--- src/fcct_pkg.sv ---
package fcct_pkg;

  // ****************************************************************
  // Machine cycle and prescaler timing
  // ****************************************************************
  localparam int unsigned CLK_PER_MCYCLE = 4;
  localparam logic [1:0]  PH_FIRST       = 2'h0;
  localparam logic [1:0]  PH_LAST        = 2'h3;
  localparam int unsigned TMR_DIV_LEGACY = 12;
  localparam int unsigned TMR_DIV_FAST   = 4;
  localparam int unsigned NUM_TIMERS     = 3;

  // ****************************************************************
  // Instruction cycle counts in machine cycles; shortest strobe width in clocks
  // ****************************************************************
  localparam logic [3:0] CYC_ONE_BYTE   = 4'h1;
  localparam logic [3:0] CYC_TABLE_READ = 4'h3;
  localparam logic [3:0] CYC_DP_INC     = 4'h3;
  localparam logic [3:0] CYC_MUL_DIV    = 4'h5;
  localparam logic [3:0] CYC_XDM_MIN    = 4'h2;
  localparam logic [4:0] STB_MIN_CLK    = 5'h02;

  // ****************************************************************
  // Special function registers
  // ****************************************************************
  localparam logic [7:0] SFR_PTR_SEL    = 8'h86;
  localparam logic [7:0] SFR_TMR_SPEED  = 8'h8E;
  localparam int unsigned PSEL_BIT      = 0;
  localparam int unsigned SPD_LSB       = 3;
  localparam int unsigned STR_LSB       = 0;
  localparam logic [2:0] SPD_RESET      = 3'h0;
  localparam logic [2:0] STR_RESET      = 3'h1;

  typedef enum logic [2:0] {
    FCCT_OP_REG,
    FCCT_OP_TABLE_READ,
    FCCT_OP_DP_INC,
    FCCT_OP_MULTIPLY,
    FCCT_OP_DIVIDE,
    FCCT_OP_XDM
  } fcct_class_t;

endpackage

--- src/fcct_tick_if.sv ---
`timescale 1ns/1ps
interface fcct_tick_if;
  logic [2:0] speed_fast;
  logic [2:0] tick;
  modport pre  (input speed_fast, output tick);
  modport core (output speed_fast, input tick);
endinterface

--- src/fcct_prescaler.sv ---
`timescale 1ns/1ps
module fcct_prescaler #(
  parameter int unsigned DIV_SLOW = fcct_pkg::TMR_DIV_LEGACY,
  parameter int unsigned DIV_FAST = fcct_pkg::TMR_DIV_FAST
) (
  input  wire logic  ref_clk,
  input  wire logic  rst_n,
  fcct_tick_if.pre   tk
);

  // ****************************************************************
  // Free-running divider
  // ****************************************************************
  // The divider never restarts on a speed change, so switching a
  // timer's rate only changes which ticks it sees, never its count.
  logic [3:0] div_ff;
  logic       slow_tick;
  logic       fast_tick;
  logic [2:0] tick_ff;

  assign slow_tick = (div_ff == 4'(DIV_SLOW - 1));
  assign fast_tick = (div_ff[1:0] == 2'(DIV_FAST - 1));

  always_ff @(posedge ref_clk) begin
    if (!rst_n) begin
      div_ff <= 4'h0;
    end else if (slow_tick) begin
      div_ff <= 4'h0;
    end else begin
      div_ff <= div_ff + 4'h1;
    end
  end

  always_ff @(posedge ref_clk) begin
    if (!rst_n) begin
      tick_ff <= 3'h0;
    end else begin
      for (int i = 0; i < fcct_pkg::NUM_TIMERS; i++) begin
        tick_ff[i] <= tk.speed_fast[i] ? fast_tick : slow_tick; // [RULE3] [RULE13]
      end
    end
  end

  assign tk.tick = tick_ff;
endmodule

--- src/fcct_core_timing.sv ---
`timescale 1ns/1ps
// What this block does
// [RULE1] Each machine cycle lasts exactly four oscillator clocks.
// [RULE2] One address-latch strobe pulse is given in every machine cycle.
// [RULE3] Timers tick every twelve clocks after reset and every four when selected fast.
// [RULE4] External data moves last two to nine machine cycles, set by the stretch field.
// [RULE5] Timing alone differs from the legacy core; results and flags are not touched here.
// [RULE6] Ordinary instructions spend one machine cycle per opcode byte.
// [RULE7] The shortest external data move takes two machine cycles.
// [RULE8] A three-byte instruction takes three machine cycles.
// [RULE9] Multiply and divide take five machine cycles, the longest of any fixed-length instruction.
// [RULE10] Two data pointers exist so block moves alternate without saving addresses.
// [RULE11] Bit 0 of register 86h picks the active pointer; its other bits read zero.
// [RULE12] Bits 5, 4, 3 of the timer speed register pick fast timing for timers 2, 1, 0.
// [RULE13] The timer prescaler free-runs and a rate change never disturbs a timer.
module fcct_core_timing (
  input  wire logic                ref_clk,
  input  wire logic                rst_n,
  input  wire logic                instr_valid,
  output logic                     instr_ready,
  input  wire fcct_pkg::fcct_class_t instr_class,
  input  wire logic [1:0]          instr_bytes,
  output logic                     instr_busy,
  output logic                     instr_done,
  output logic                     addr_latch_stb,
  output logic [1:0]               mcycle_phase,
  output logic                     xdm_strobe,
  input  wire logic                sfr_wr_en,
  input  wire logic [7:0]          sfr_addr,
  input  wire logic [7:0]          sfr_wr_data,
  output logic [7:0]               sfr_rd_data,
  input  wire logic                data_pointer_load,
  input  wire logic [15:0]         data_pointer_load_data,
  input  wire logic                data_pointer_inc,
  output logic [15:0]              data_pointer,
  output logic                     pointer_select_bit,
  output logic [2:0]               timer_tick
);

  // ****************************************************************
  // Helpers
  // ****************************************************************
  function automatic logic [3:0] cycles_for(fcct_pkg::fcct_class_t cls,
                                            logic [1:0] nbytes, logic [2:0] stretch);
    logic [3:0] n;
    n = fcct_pkg::CYC_ONE_BYTE;
    unique case (cls)
      fcct_pkg::FCCT_OP_REG:        n = (nbytes == 2'h0) ? fcct_pkg::CYC_ONE_BYTE
                                                         : {2'h0, nbytes};
      fcct_pkg::FCCT_OP_TABLE_READ: n = fcct_pkg::CYC_TABLE_READ;
      fcct_pkg::FCCT_OP_DP_INC:     n = fcct_pkg::CYC_DP_INC;
      fcct_pkg::FCCT_OP_MULTIPLY,
      fcct_pkg::FCCT_OP_DIVIDE:     n = fcct_pkg::CYC_MUL_DIV;
      fcct_pkg::FCCT_OP_XDM:        n = fcct_pkg::CYC_XDM_MIN + {1'h0, stretch};
      default:                      n = fcct_pkg::CYC_ONE_BYTE;
    endcase
    return n;
  endfunction

  function automatic logic [4:0] strobe_width(logic [2:0] stretch);
    return (stretch == 3'h0) ? fcct_pkg::STB_MIN_CLK : {stretch, 2'h0};
  endfunction

  // ****************************************************************
  // Machine cycle phase and address latch
  // ****************************************************************
  logic [1:0] phase_ff;
  logic       ale_ff;
  logic       mc_end;

  assign mc_end = (phase_ff == fcct_pkg::PH_LAST);

  always_ff @(posedge ref_clk) begin
    if (!rst_n) begin
      phase_ff <= fcct_pkg::PH_FIRST;
    end else begin
      phase_ff <= phase_ff + 2'h1; // [RULE1]
    end
  end

  always_ff @(posedge ref_clk) begin
    if (!rst_n) begin
      ale_ff <= 1'b1;
    end else begin
      ale_ff <= mc_end; // [RULE2]
    end
  end

  assign addr_latch_stb = ale_ff;
  assign mcycle_phase   = phase_ff;

  // ****************************************************************
  // Special function registers
  // ****************************************************************
  logic       psel_ff;
  logic [2:0] speed_ff;
  logic [2:0] stretch_ff;
  logic [7:0] rd_ff;

  always_ff @(posedge ref_clk) begin
    if (!rst_n) begin
      psel_ff <= 1'b0;
    end else if (sfr_wr_en && sfr_addr == fcct_pkg::SFR_PTR_SEL) begin
      psel_ff <= sfr_wr_data[fcct_pkg::PSEL_BIT]; // [RULE11]
    end
  end

  // A stretch change during a move takes effect on the next move only,
  // because the cycle count is latched when the move is accepted.
  always_ff @(posedge ref_clk) begin
    if (!rst_n) begin
      speed_ff   <= fcct_pkg::SPD_RESET; // [RULE12]
      stretch_ff <= fcct_pkg::STR_RESET;
    end else if (sfr_wr_en && sfr_addr == fcct_pkg::SFR_TMR_SPEED) begin
      speed_ff   <= sfr_wr_data[fcct_pkg::SPD_LSB +: 3]; // [RULE12]
      stretch_ff <= sfr_wr_data[fcct_pkg::STR_LSB +: 3]; // [RULE4]
    end
  end

  always_ff @(posedge ref_clk) begin
    if (!rst_n) begin
      rd_ff <= 8'h00;
    end else if (sfr_addr == fcct_pkg::SFR_PTR_SEL) begin
      rd_ff <= {7'h00, psel_ff}; // [RULE11]
    end else if (sfr_addr == fcct_pkg::SFR_TMR_SPEED) begin
      rd_ff <= {2'h0, speed_ff, stretch_ff};
    end else begin
      rd_ff <= 8'h00;
    end
  end

  assign sfr_rd_data        = rd_ff;
  assign pointer_select_bit = psel_ff;

  // ****************************************************************
  // Dual data pointer
  // ****************************************************************
  logic [15:0] dp_ff [2];

  always_ff @(posedge ref_clk) begin
    if (!rst_n) begin
      dp_ff[0] <= 16'h0000;
      dp_ff[1] <= 16'h0000;
    end else if (data_pointer_load) begin
      dp_ff[psel_ff] <= data_pointer_load_data; // [RULE10]
    end else if (data_pointer_inc) begin
      dp_ff[psel_ff] <= dp_ff[psel_ff] + 16'h0001; // [RULE10]
    end
  end

  assign data_pointer = dp_ff[psel_ff];

  // ****************************************************************
  // Instruction sequencer
  // ****************************************************************
  // Only cycle counts are decided here; the datapath keeps legacy results. [RULE5]
  logic       busy_ff;
  logic       done_ff;
  logic       xdm_ff;
  logic       first_ff;
  logic [3:0] left_ff;
  logic [4:0] stb_ff;
  logic [2:0] xdm_str_ff;
  logic       take;

  assign instr_ready = mc_end && (!busy_ff || left_ff == 4'h1);
  assign take        = instr_valid && instr_ready;

  always_ff @(posedge ref_clk) begin
    if (!rst_n) begin
      busy_ff <= 1'b0;
      left_ff <= 4'h0;
    end else if (take) begin
      busy_ff <= 1'b1;
      left_ff <= cycles_for(instr_class, instr_bytes, stretch_ff); // [RULE6] [RULE8] [RULE9]
    end else if (busy_ff && mc_end) begin
      busy_ff <= (left_ff != 4'h1);
      left_ff <= left_ff - 4'h1;
    end
  end

  always_ff @(posedge ref_clk) begin
    if (!rst_n) begin
      done_ff <= 1'b0;
    end else begin
      done_ff <= busy_ff && mc_end && left_ff == 4'h1;
    end
  end

  always_ff @(posedge ref_clk) begin
    if (!rst_n) begin
      xdm_ff     <= 1'b0;
      first_ff   <= 1'b0;
      xdm_str_ff <= fcct_pkg::STR_RESET;
    end else if (take) begin
      xdm_ff     <= (instr_class == fcct_pkg::FCCT_OP_XDM);
      first_ff   <= 1'b1;
      xdm_str_ff <= stretch_ff; // [RULE4]
    end else if (mc_end) begin
      first_ff <= 1'b0;
    end
  end

  // The strobe opens after the address cycle and always closes before the move ends.
  always_ff @(posedge ref_clk) begin
    if (!rst_n) begin
      stb_ff <= 5'h00;
    end else if (busy_ff && xdm_ff && first_ff && mc_end) begin
      stb_ff <= strobe_width(xdm_str_ff); // [RULE4] [RULE7]
    end else if (stb_ff != 5'h00) begin
      stb_ff <= stb_ff - 5'h01;
    end
  end

  assign instr_busy = busy_ff;
  assign instr_done = done_ff;
  assign xdm_strobe = (stb_ff != 5'h00);

  // ****************************************************************
  // Timer prescaler
  // ****************************************************************
  fcct_tick_if tk_if ();

  assign tk_if.speed_fast = speed_ff; // [RULE3]
  assign timer_tick       = tk_if.tick;

  fcct_prescaler u_prescaler (
    .ref_clk (ref_clk),
    .rst_n   (rst_n),
    .tk      (tk_if.pre)
  );
endmodule

--- config.mk ---
export PLATFORM = sky130hd
export DESIGN_NAME = fcct_core_timing
export DESIGN_NICKNAME = d
export VERILOG_FILES = /design/src/fcct_pkg.sv /design/src/fcct_tick_if.sv /design/src/fcct_prescaler.sv /design/src/fcct_core_timing.sv
export SDC_FILE = /design/constraint.sdc
export NUM_CORES = 1
export LEC_CHECK = 0
export BUFFER_PORTS_ARGS = -buffer_cell sky130_fd_sc_hd__buf_2
export CAP_MARGIN = 20
export CORE_UTILIZATION = 55
export CTS_CLUSTER_SIZE = 25
export DETAILED_ROUTE_END_ITERATION = 10
export PLACE_DENSITY = 0.82
export SLEW_MARGIN = 20
export SYNTH_ARGS = -nofsm -noshare
export SYNTH_HDL_FRONTEND = slang
export SYNTH_SLANG_ARGS = --single-unit
--- constraint.sdc ---
create_clock -name ref_clk -period 2.6 [get_ports ref_clk]
set_input_delay 0.26 -clock ref_clk [delete_from_list [all_inputs] [get_ports ref_clk]]
set_output_delay 0.26 -clock ref_clk [all_outputs]
set_load 0.05 [all_outputs]
==> metrics, run 1 <==
kind of start point of the critical path flip-flop; Initial Util 0.5798; Primary FF master, synth dfxtp_1; Simple-Gate Fraction of Synth Area 0.2366; R2R Setup Slk 0.36 ns; peak supply drop 395.3 uV; Cells after Synth 385; Slew Limit Fails 0; Ys Warns 0; Slowest-stage cell, CP dfxtp_1; Crit path required time 2.78 ns; area grow syn2layout 16.97%; met2 Use GR 0.4058; row count 29; Final WS setup 0.3642 ns; Mapped Area 0.003745 sq mm; outcome complete, but fails checks; core area 0.006459 sq mm; HP Start sfr_wr_data[0]; CTS buffer count 9; initial DRC count 230; Ports 78; first-pass GRT wire length 13,430 microns; antenna violations before repair 0; Final nets 510; Yosys top cell area share 0.2566; XOR/XNOR share of the synthesized area 0.02807; # Max-Cap Violations 0; routed via count 3,083; CP cell instances buf_4, nand4_1, a21oi_1, nand2_1, or4_1, o211ai_1; clk_lat worst skew 0.35 ns; Power Density 632.6 mW/mm^2; Die X 84.52 microns; GRT busiest layer met2; met3 Track Usage GR 0.05310; maximum clock path buffer count 2; top cells by area, synth edfxtp_1, dfxtp_1, nor2_1, mux2i_1, nand2_1; fin crit period 2.236 ns; area share of fa/ha/maj cells after synthesis 0.02673; worst-margin pin slew 0.7439 ns; DP HPWL 5966 microns; routed wire length 8264 microns; library cells used by synthesis 54; fraction of registers with async set/reset 0; Global Route Usage Sum 0.2424; R2R cell count 6; relative slew slack 0.5029; Worst setup EP type flip-flop; Avg WL per Cell 15.28 microns; largest net degree at the start of global routing 26; H-tree Lvls 3; proportion of synthesized area in mux cells 0.08152; die area 0.007143 sq mm; met1 usage 0.2924; crit share post-route 0.8599; layout cells sized above 1 0.2500; CP max FO 19; Hold Crit Depth 3; WP data arrival 2.41 ns; Post-DRT Antenna Nets 0; Avg Vias per Cell 5.699; CP Class reg -> reg; RSZ-0062 raised after global routing no; Residual DRC 3; final hold violations 0; Hold Crit Class in -> reg; syn_area_per_cell 9.727 sq um; worst stage delay on the critical path 0.47 ns; largest family of logic cells by synthesized area simple AND/OR/NAND/NOR gates; post-synthesis compound-gate area fraction 0.1106; CTS clk-pin slew, worst paths 0.07 ns; final setup TNS 0 ns; # diodes 0; Seq cells post-synth 72; root buffer cell clkbuf_8; number of global-route vias before repair 2,905; failing checks design-rule violations; setup bufs post-CTS 0; Final Setup Violations 0; GRT overflow 0; clk_skew 0.01558 ns; IO buf count 73; CTS tree done; clock sink count 72; number of synthesized flops with an enable pin 32; TritonRoute pass-1 iters 7; Crit Reg-Reg Endpoint dp_ff[1][10]; RD Place Congestion 0.8667; Worst Hold End stretch_ff[0]; Static Leak 1.879 nW; vertical die dimension 84.52 microns; cell taking the most area after synthesis edfxtp_1; Post-Place Worst Slack 0.4395 ns; post-CTS sizing 0; fmax 0.4473 GHz; Post-CTS Hold Fix Bufs 0; sequential-to-total area share from yosys stat 0.4704
[cells in the mapped netlist, types with 9 or more instances]
| library cell | count |
|---|---|
| nand3_1 | 13 |
| clkbuf_1 | 11 |
| nand3b_1 | 9 |
| mux2_2 | 12 |
| nor2b_1 | 17 |
| o211ai_1 | 9 |
| mux2i_1 | 17 |
| nand2_1 | 42 |
| dfxtp_1 | 40 |
| nor2_1 | 49 |
| edfxtp_1 | 32 |
| inv_1 | 17 |
[placed cells by master, fill, tap and decap left out, types with 9 or more instances in the layout]
master,synthesis,routed
clkbuf_8,0,10
inv_1,17,17
nand3b_1,9,9
buf_2,0,73
nor2_1,49,49
mux2_2,12,12
nand2_1,42,42
edfxtp_1,32,32
o211ai_1,9,9
nor2b_1,17,17
mux2i_1,17,17
nand3_1,13,13
dfxtp_1,40,40
[power by group]
group | internal (mW) | switching, mW
Sequential | 1.25 | 0.0426
Combinational | 0.193 | 0.346
Clock | 0.527 | 0.413
Total | 1.97 | 0.802
[registers in the layout, summed over array words and instances, names as in the netlist, 2 cells and up, named ones only]
register and cells:
mcycle_phase 2, dp_ff 32, left_ff 4, u_prescaler.div_ff 4, stretch_ff 3, sfr_rd_data 6, stb_ff 5, speed_ff 3
u_prescaler.tk.tick 3, xdm_str_ff 3
[stage by stage]
stage | power [mW] | hold WS [ns] | cells | instance area, sq um | utilization
final | 2.771 | 0.1557 | 541 | 4380 | 0.6782
after floorplan | 1.723 | 0.3851 | 386 | 3749 | -
after global placement | 1.835 | 0.4263 | 525 | 4165 | 0.6449
after CTS | 2.787 | 0.1336 | 541 | 4380 | 0.6782
after global routing | 2.883 | 0.1666 | 541 | 4380 | 0.6782
after detailed placement | 1.853 | 0.4485 | 525 | 4165 | 0.6449
[layout make-up]
class	instances	area, sq um
fillers	505	2078
multi-input cells	278	1818
flip-flops and latches	72	1762
repair buffers	81	425.4
clock buffers	12	166.4
well taps	77	96.34
inverters	17	63.81
clock inverters	4	48.80
[critical path: cells and delay by family, from the launching register on]
family	cells	cell delay, ns
AO/OA/AOI/OAI	2	0.45
flip-flops	1	0.47
buffers and inverters	1	0.31
AND/OR/NAND/NOR	3	0.85
[metal layers]
layer  up-vias  wire length (microns)  share of wire
met5         -                      0              0
met2       120                   4114           0.50
met1      1428                   3366           0.41
met4         0                    223          0.027
met3        17                    559          0.068
li1       1518                      -              -
[worst max path at each step]
stage / from / endpoint / cells after the start
2_1_floorplan: flip-flop / dp_ff[0][10] / 10
3_3_place_gp: flip-flop / dp_ff[0][14] / 6
3_5_place_dp: flip-flop / dp_ff[0][8] / 6
4_1_cts: flip-flop / dp_ff[0][15] / 6
5_1_grt: flip-flop / dp_ff[1][10] / 7
6_report: flip-flop / dp_ff[1][10] / 6
[logic make-up (layout without fill, tap and decap cells)]
| logic type | Yosys count | in the layout |
|---|---|---|
| buffers and inverters | 36 | 114 |
| adders and majority gates | 8 | 8 |
| other | 1 | 2 |
| and+or+nand+nor | 174 | 174 |
| AOI/OAI and AO/OA | 53 | 53 |
| DFF | 72 | 72 |
| xor gates and xnor gates | 12 | 12 |
| muxes | 29 | 29 |
Power figures use the tool's default switching activity.
==> run 2: changes to the inputs <==
- ABC_CLOCK_PERIOD_IN_PS: not set -> 2600
- RECOVER_POWER: not set -> 25
==> run 2 against run 1 <==
Effect of this change: the run still ends with design-rule violations left; clock power is essentially flat; combinational power about the same; utilization is 0.27 points lower; maximum frequency is 0.51% lower; via count hardly changed; non-clock buffer count unchanged; routed wire length up 0.15%; first-iteration DRC count is 8.3% higher; clock-buffer cell count stayed put; worst hold slack lost 0.00082 ns; sequential cell count unchanged; critical endpoint unchanged.
==> metrics, run 2 (synthesis results as in run 1) <==
outcome complete, but fails checks; failing checks design-rule violations; root buffer cell clkbuf_8; vertical die dimension 84.52 microns; Final nets 510; peak supply drop 394.4 uV; Post-DRT Antenna Nets 0; GRT overflow 0; H-tree Lvls 3; largest net degree at the start of global routing 26; maximum clock path buffer count 2; CP Class reg -> reg; hold_ws 0.1549 ns; CTS tree done; Crit path required time 2.78 ns; routed wire length 8276 microns; relative slew slack 0.5047; Slew Limit Fails 0; DP HPWL 5966 microns; most common cell after layout, fill and taps aside buf_2; Avg Vias per Cell 5.702; antenna violations before repair 0; commonest non-fill, non-tap cells in the layout buf_2, nor2_1, nand2_1, dfxtp_1, edfxtp_1; core area 0.006459 sq mm; Avg WL per Cell 15.30 microns; die area 0.007143 sq mm; IO buf count 73; kind of start point of the critical path flip-flop; routed via count 3,085; first-pass GRT wire length 13,430 microns; # Max-Cap Violations 0; WP data arrival 2.42 ns; clk_lat worst skew 0.35 ns; Power Density 634.9 mW/mm^2; Worst setup EP type flip-flop; clock sink count 72; clk_skew 0.01507 ns; Placed Cells 525; number of global-route vias before repair 2,905; fmax 0.4450 GHz; Util after Layout 0.6755; Initial Util 0.5798; layout cells sized above 1 0.2177; Die X 84.52 microns; Biggest register dp_ff; Post-CTS Hold Fix Bufs 0; Static Leak 1.820 nW; setup bufs post-CTS 0; row count 29; worst-margin pin slew 0.7411 ns; max reg flops 32; CTS clk-pin slew, worst paths 0.07 ns; R2R Setup Slk 0.35 ns; TritonRoute pass-1 iters 7; Post-Layout Cell Count 541; area grow syn2layout 16.51%; RSZ-0062 raised after global routing no; # diodes 0; CTS buffer count 9; Final Setup Violations 0; Global Route Usage Sum 0.2424; CP max FO 19; Hold Crit Class in -> reg; Ports 78; final setup TNS 0 ns; final hold violations 0; initial DRC count 249; fin crit period 2.247 ns; Residual DRC 6; RD Place Congestion 0.8667; post-CTS sizing 0; crit share post-route 0.8644
-- run 2: cell count changes in the layout (fill, tap and decap cells not counted), sizes merged --
cell and delta:
buf -14, clkbuf +14
-- run 2: path summary, 6_finish.rpt --
check | end | start | cells after the start
min reg2reg | sfr_rd_data[5] | speed_ff[2] | 2
max reg2reg | dp_ff[1][10] | flip-flop | 6
min | stretch_ff[0] | sfr_wr_data[0] | 3
max | dp_ff[1][10] | flip-flop | 6
-- run 2: per-stage QoR --
step                power (mW)  setup WS [ns]  area (sq um)
floorplan                1.723         0.2667          3749
global placement         1.835         0.5185          4165
detailed placement       1.853         0.4395          4165
CTS                      2.787         0.3921          4380
global route             2.882         0.2237          4363
finish                   2.770         0.3527          4363
-- run 2: layer usage --
metal / wire (microns) / GRT usage
met3: 521 / 0.05310
met2: 4098 / 0.4058
met1: 3432 / 0.2924
met4: 223 / 0.1310
met5: 0 / 0
-- run 2: layout make-up --
cell class                 instances  area [sq um]
multi-input combinational        278          1818
clock inverter                     4         48.80
sequential                        72          1762
inverter                          17         63.81
tap                               77         96.34
fill                             510          2096
clock buffer                      12         166.4
timing repair buffer              81         407.9
-- run 2: power breakdown --
group	switching [mW]	internal (mW)	leakage, nW	total (mW)
registers	0.0426	1.25	0.662	1.29
clock network	0.413	0.527	0.110	0.941
logic	0.346	0.191	1.05	0.538
-- run 2: critical path: stages (launching register included) --
cell      delay, ns
dfxtp_1        0.47
buf_4          0.31
nand4_1        0.23
a21oi_1        0.34
nand2_1        0.19
or4_1          0.43
o211ai_1       0.11
==> run 3: changes to the inputs <==
==> constraint.sdc (replaced) <==
create_clock -name ref_clk -period 2.6 [get_ports ref_clk]
set_input_delay 0.13 -clock ref_clk [delete_from_list [all_inputs] [get_ports ref_clk]]
set_output_delay 0.13 -clock ref_clk [all_outputs]
set_load 0.05 [all_outputs]
==> run 3 against run 2 <==
Effect of this change: the flow still finishes with violations (design-rule violations); critical path depth increased by 1; register-to-register slack improved by 0.07 ns; clock-buffer cell count decreased by 3; sequential power about the same; cell count unchanged; routed wire length decreased by 3.9%; power decreased by 1.7%; sequential cell count unchanged; sequential share of layout area increased by 0.19 points; critical path type unchanged; largest cell class unchanged.
==> metrics, run 3 (synthesis results as in run 1) <==
relative slew slack 0.3971; Worst setup EP type flip-flop; initial DRC count 186; Hold Crit Class in -> reg; maximum clock path buffer count 2; Slowest-stage cell, CP dfxtp_1; final instance area 0.004343 sq mm; FILL cells 511; Post-DRT Antenna Nets 0; Static Leak 1.798 nW; register area 0.001762 sq mm; DP Area 0.004165 sq mm; GRT overflow 0; row count 29; sequential power share 0.474; Crit path required time 2.78 ns; CTS tree done; number of global-route vias before repair 3,019; Final Setup Violations 0; IO buf count 73; fin crit period 2.176 ns; H-tree Lvls 3; failing checks design-rule violations; layout cells sized above 1 0.2177; most common cell after layout, fill and taps aside buf_2; RD Place Congestion 0.8422; TritonRoute pass-1 iters 7; Util after Layout 0.6724; CP Class reg -> reg; Post-CTS Hold Fix Bufs 0; peak supply drop 413.2 uV; clock sink count 72; area grow syn2layout 15.97%; Global Route Usage Sum 0.2417; post-CTS sizing 0; Die X 84.52 microns; kind of start point of the critical path flip-flop; Clock power frac 0.328; clk_skew 0.006450 ns; core area 0.006459 sq mm; Residual DRC 7; Ports 78; worst stage delay on the critical path 0.47 ns; # Max-Cap Violations 0; first-pass GRT wire length 13,500 microns; internal power 1.893 mW; hold_ws 0.02580 ns; Final nets 510; # diodes 0; Comb power frac 0.198; max reg flops 32; DP HPWL 5796 microns; vertical die dimension 84.52 microns; Biggest register dp_ff; RSZ-0062 raised after global routing no; commonest non-fill, non-tap cells in the layout buf_2, nor2_1, nand2_1, dfxtp_1, edfxtp_1; crit share post-route 0.8368; Post-Layout Cell Count 541; clk_lat worst skew 0.35 ns; root buffer cell clkbuf_8; HP Start sfr_wr_data[0]; worst-margin pin slew 0.9004 ns; CTS clk-pin slew, worst paths 0.08 ns; switch share 0.3047; CTS buffer count 9; routed via count 3,056; Net Sw Power 0.8295 mW; die area 0.007143 sq mm; Placed Cells 525; Avg Vias per Cell 5.649; Initial Util 0.5798; Avg WL per Cell 14.71 microns; outcome complete, but fails checks; CP cell instances mux2_2, ha_1, inv_1, a21oi_1, nand2_1, or4_1, o211ai_1; routed wire length 7957 microns; CP max FO 6; final hold violations 0; WP data arrival 2.35 ns; Slew Limit Fails 0; antenna violations before repair 0; final setup TNS 0 ns; largest net degree at the start of global routing 33; fmax 0.4596 GHz; setup bufs post-CTS 0; footprint of the multi-input gates 0.001818 sq mm; Power Density 626.9 mW/mm^2
==> run 3: final cells by class <==
class,count,share of cell area
Sequential cell,72,0.4056
Clock inverter,7,0.01786
Multi-Input combinational cell,278,0.4186
Timing Repair Buffer,81,0.09248
Clock buffer,9,0.02852
Inverter,17,0.01469
Tap cell,77,0.02218
==> run 3: through the flow <==
step           power [mW]  setup slack (ns)
6_report            2.722            0.4242
5_1_grt             2.853            0.2161
2_1_floorplan       1.723            0.2667
3_5_place_dp        1.855            0.4416
4_1_cts             2.743            0.4187
3_3_place_gp        1.835            0.5367
==> run 3: worst paths after layout <==
check,slack [ns],depth (start not counted),endpoint
hold reg to reg,0.46,2,sfr_rd_data[3]
setup reg to reg,0.42,7,dp_ff[1][10]
setup / recovery,0.42,7,dp_ff[1][10]
hold / removal,0.03,3,stretch_ff[0]
==> run 3: power groups by stage <==
stage	combinational [mW]	clock, mW	sequential (mW)
after floorplan	0.402	0	1.32
after global placement	0.522	0	1.31
after detailed placement	0.540	0	1.32
after CTS	0.542	0.910	1.29
after global routing	0.588	0.966	1.30
final	0.539	0.893	1.29
==> run 3: routing by layer <==
| metal | up-vias | global-route usage | wire length (microns) |
|---|---|---|---|
| met5 | - | 0 | 0 |
| met1 | 1418 | 0.2862 | 3377 |
| met2 | 101 | 0.4146 | 3887 |
| met4 | 0 | 0.1294 | 239 |
| li1 | 1516 | - | - |
| met3 | 21 | 0.04818 | 453 |
==> run 3: worst max-delay path: cells and delay by family (launching register included) <==
kind,cells,cell delay [ns]
flip-flops,1,0.47
buffers and inverters,1,0.10
adder cells (fa/ha/maj),1,0.24
AND/OR/NAND/NOR,2,0.61
multiplexers,1,0.24
AO/OA/AOI/OAI,2,0.34
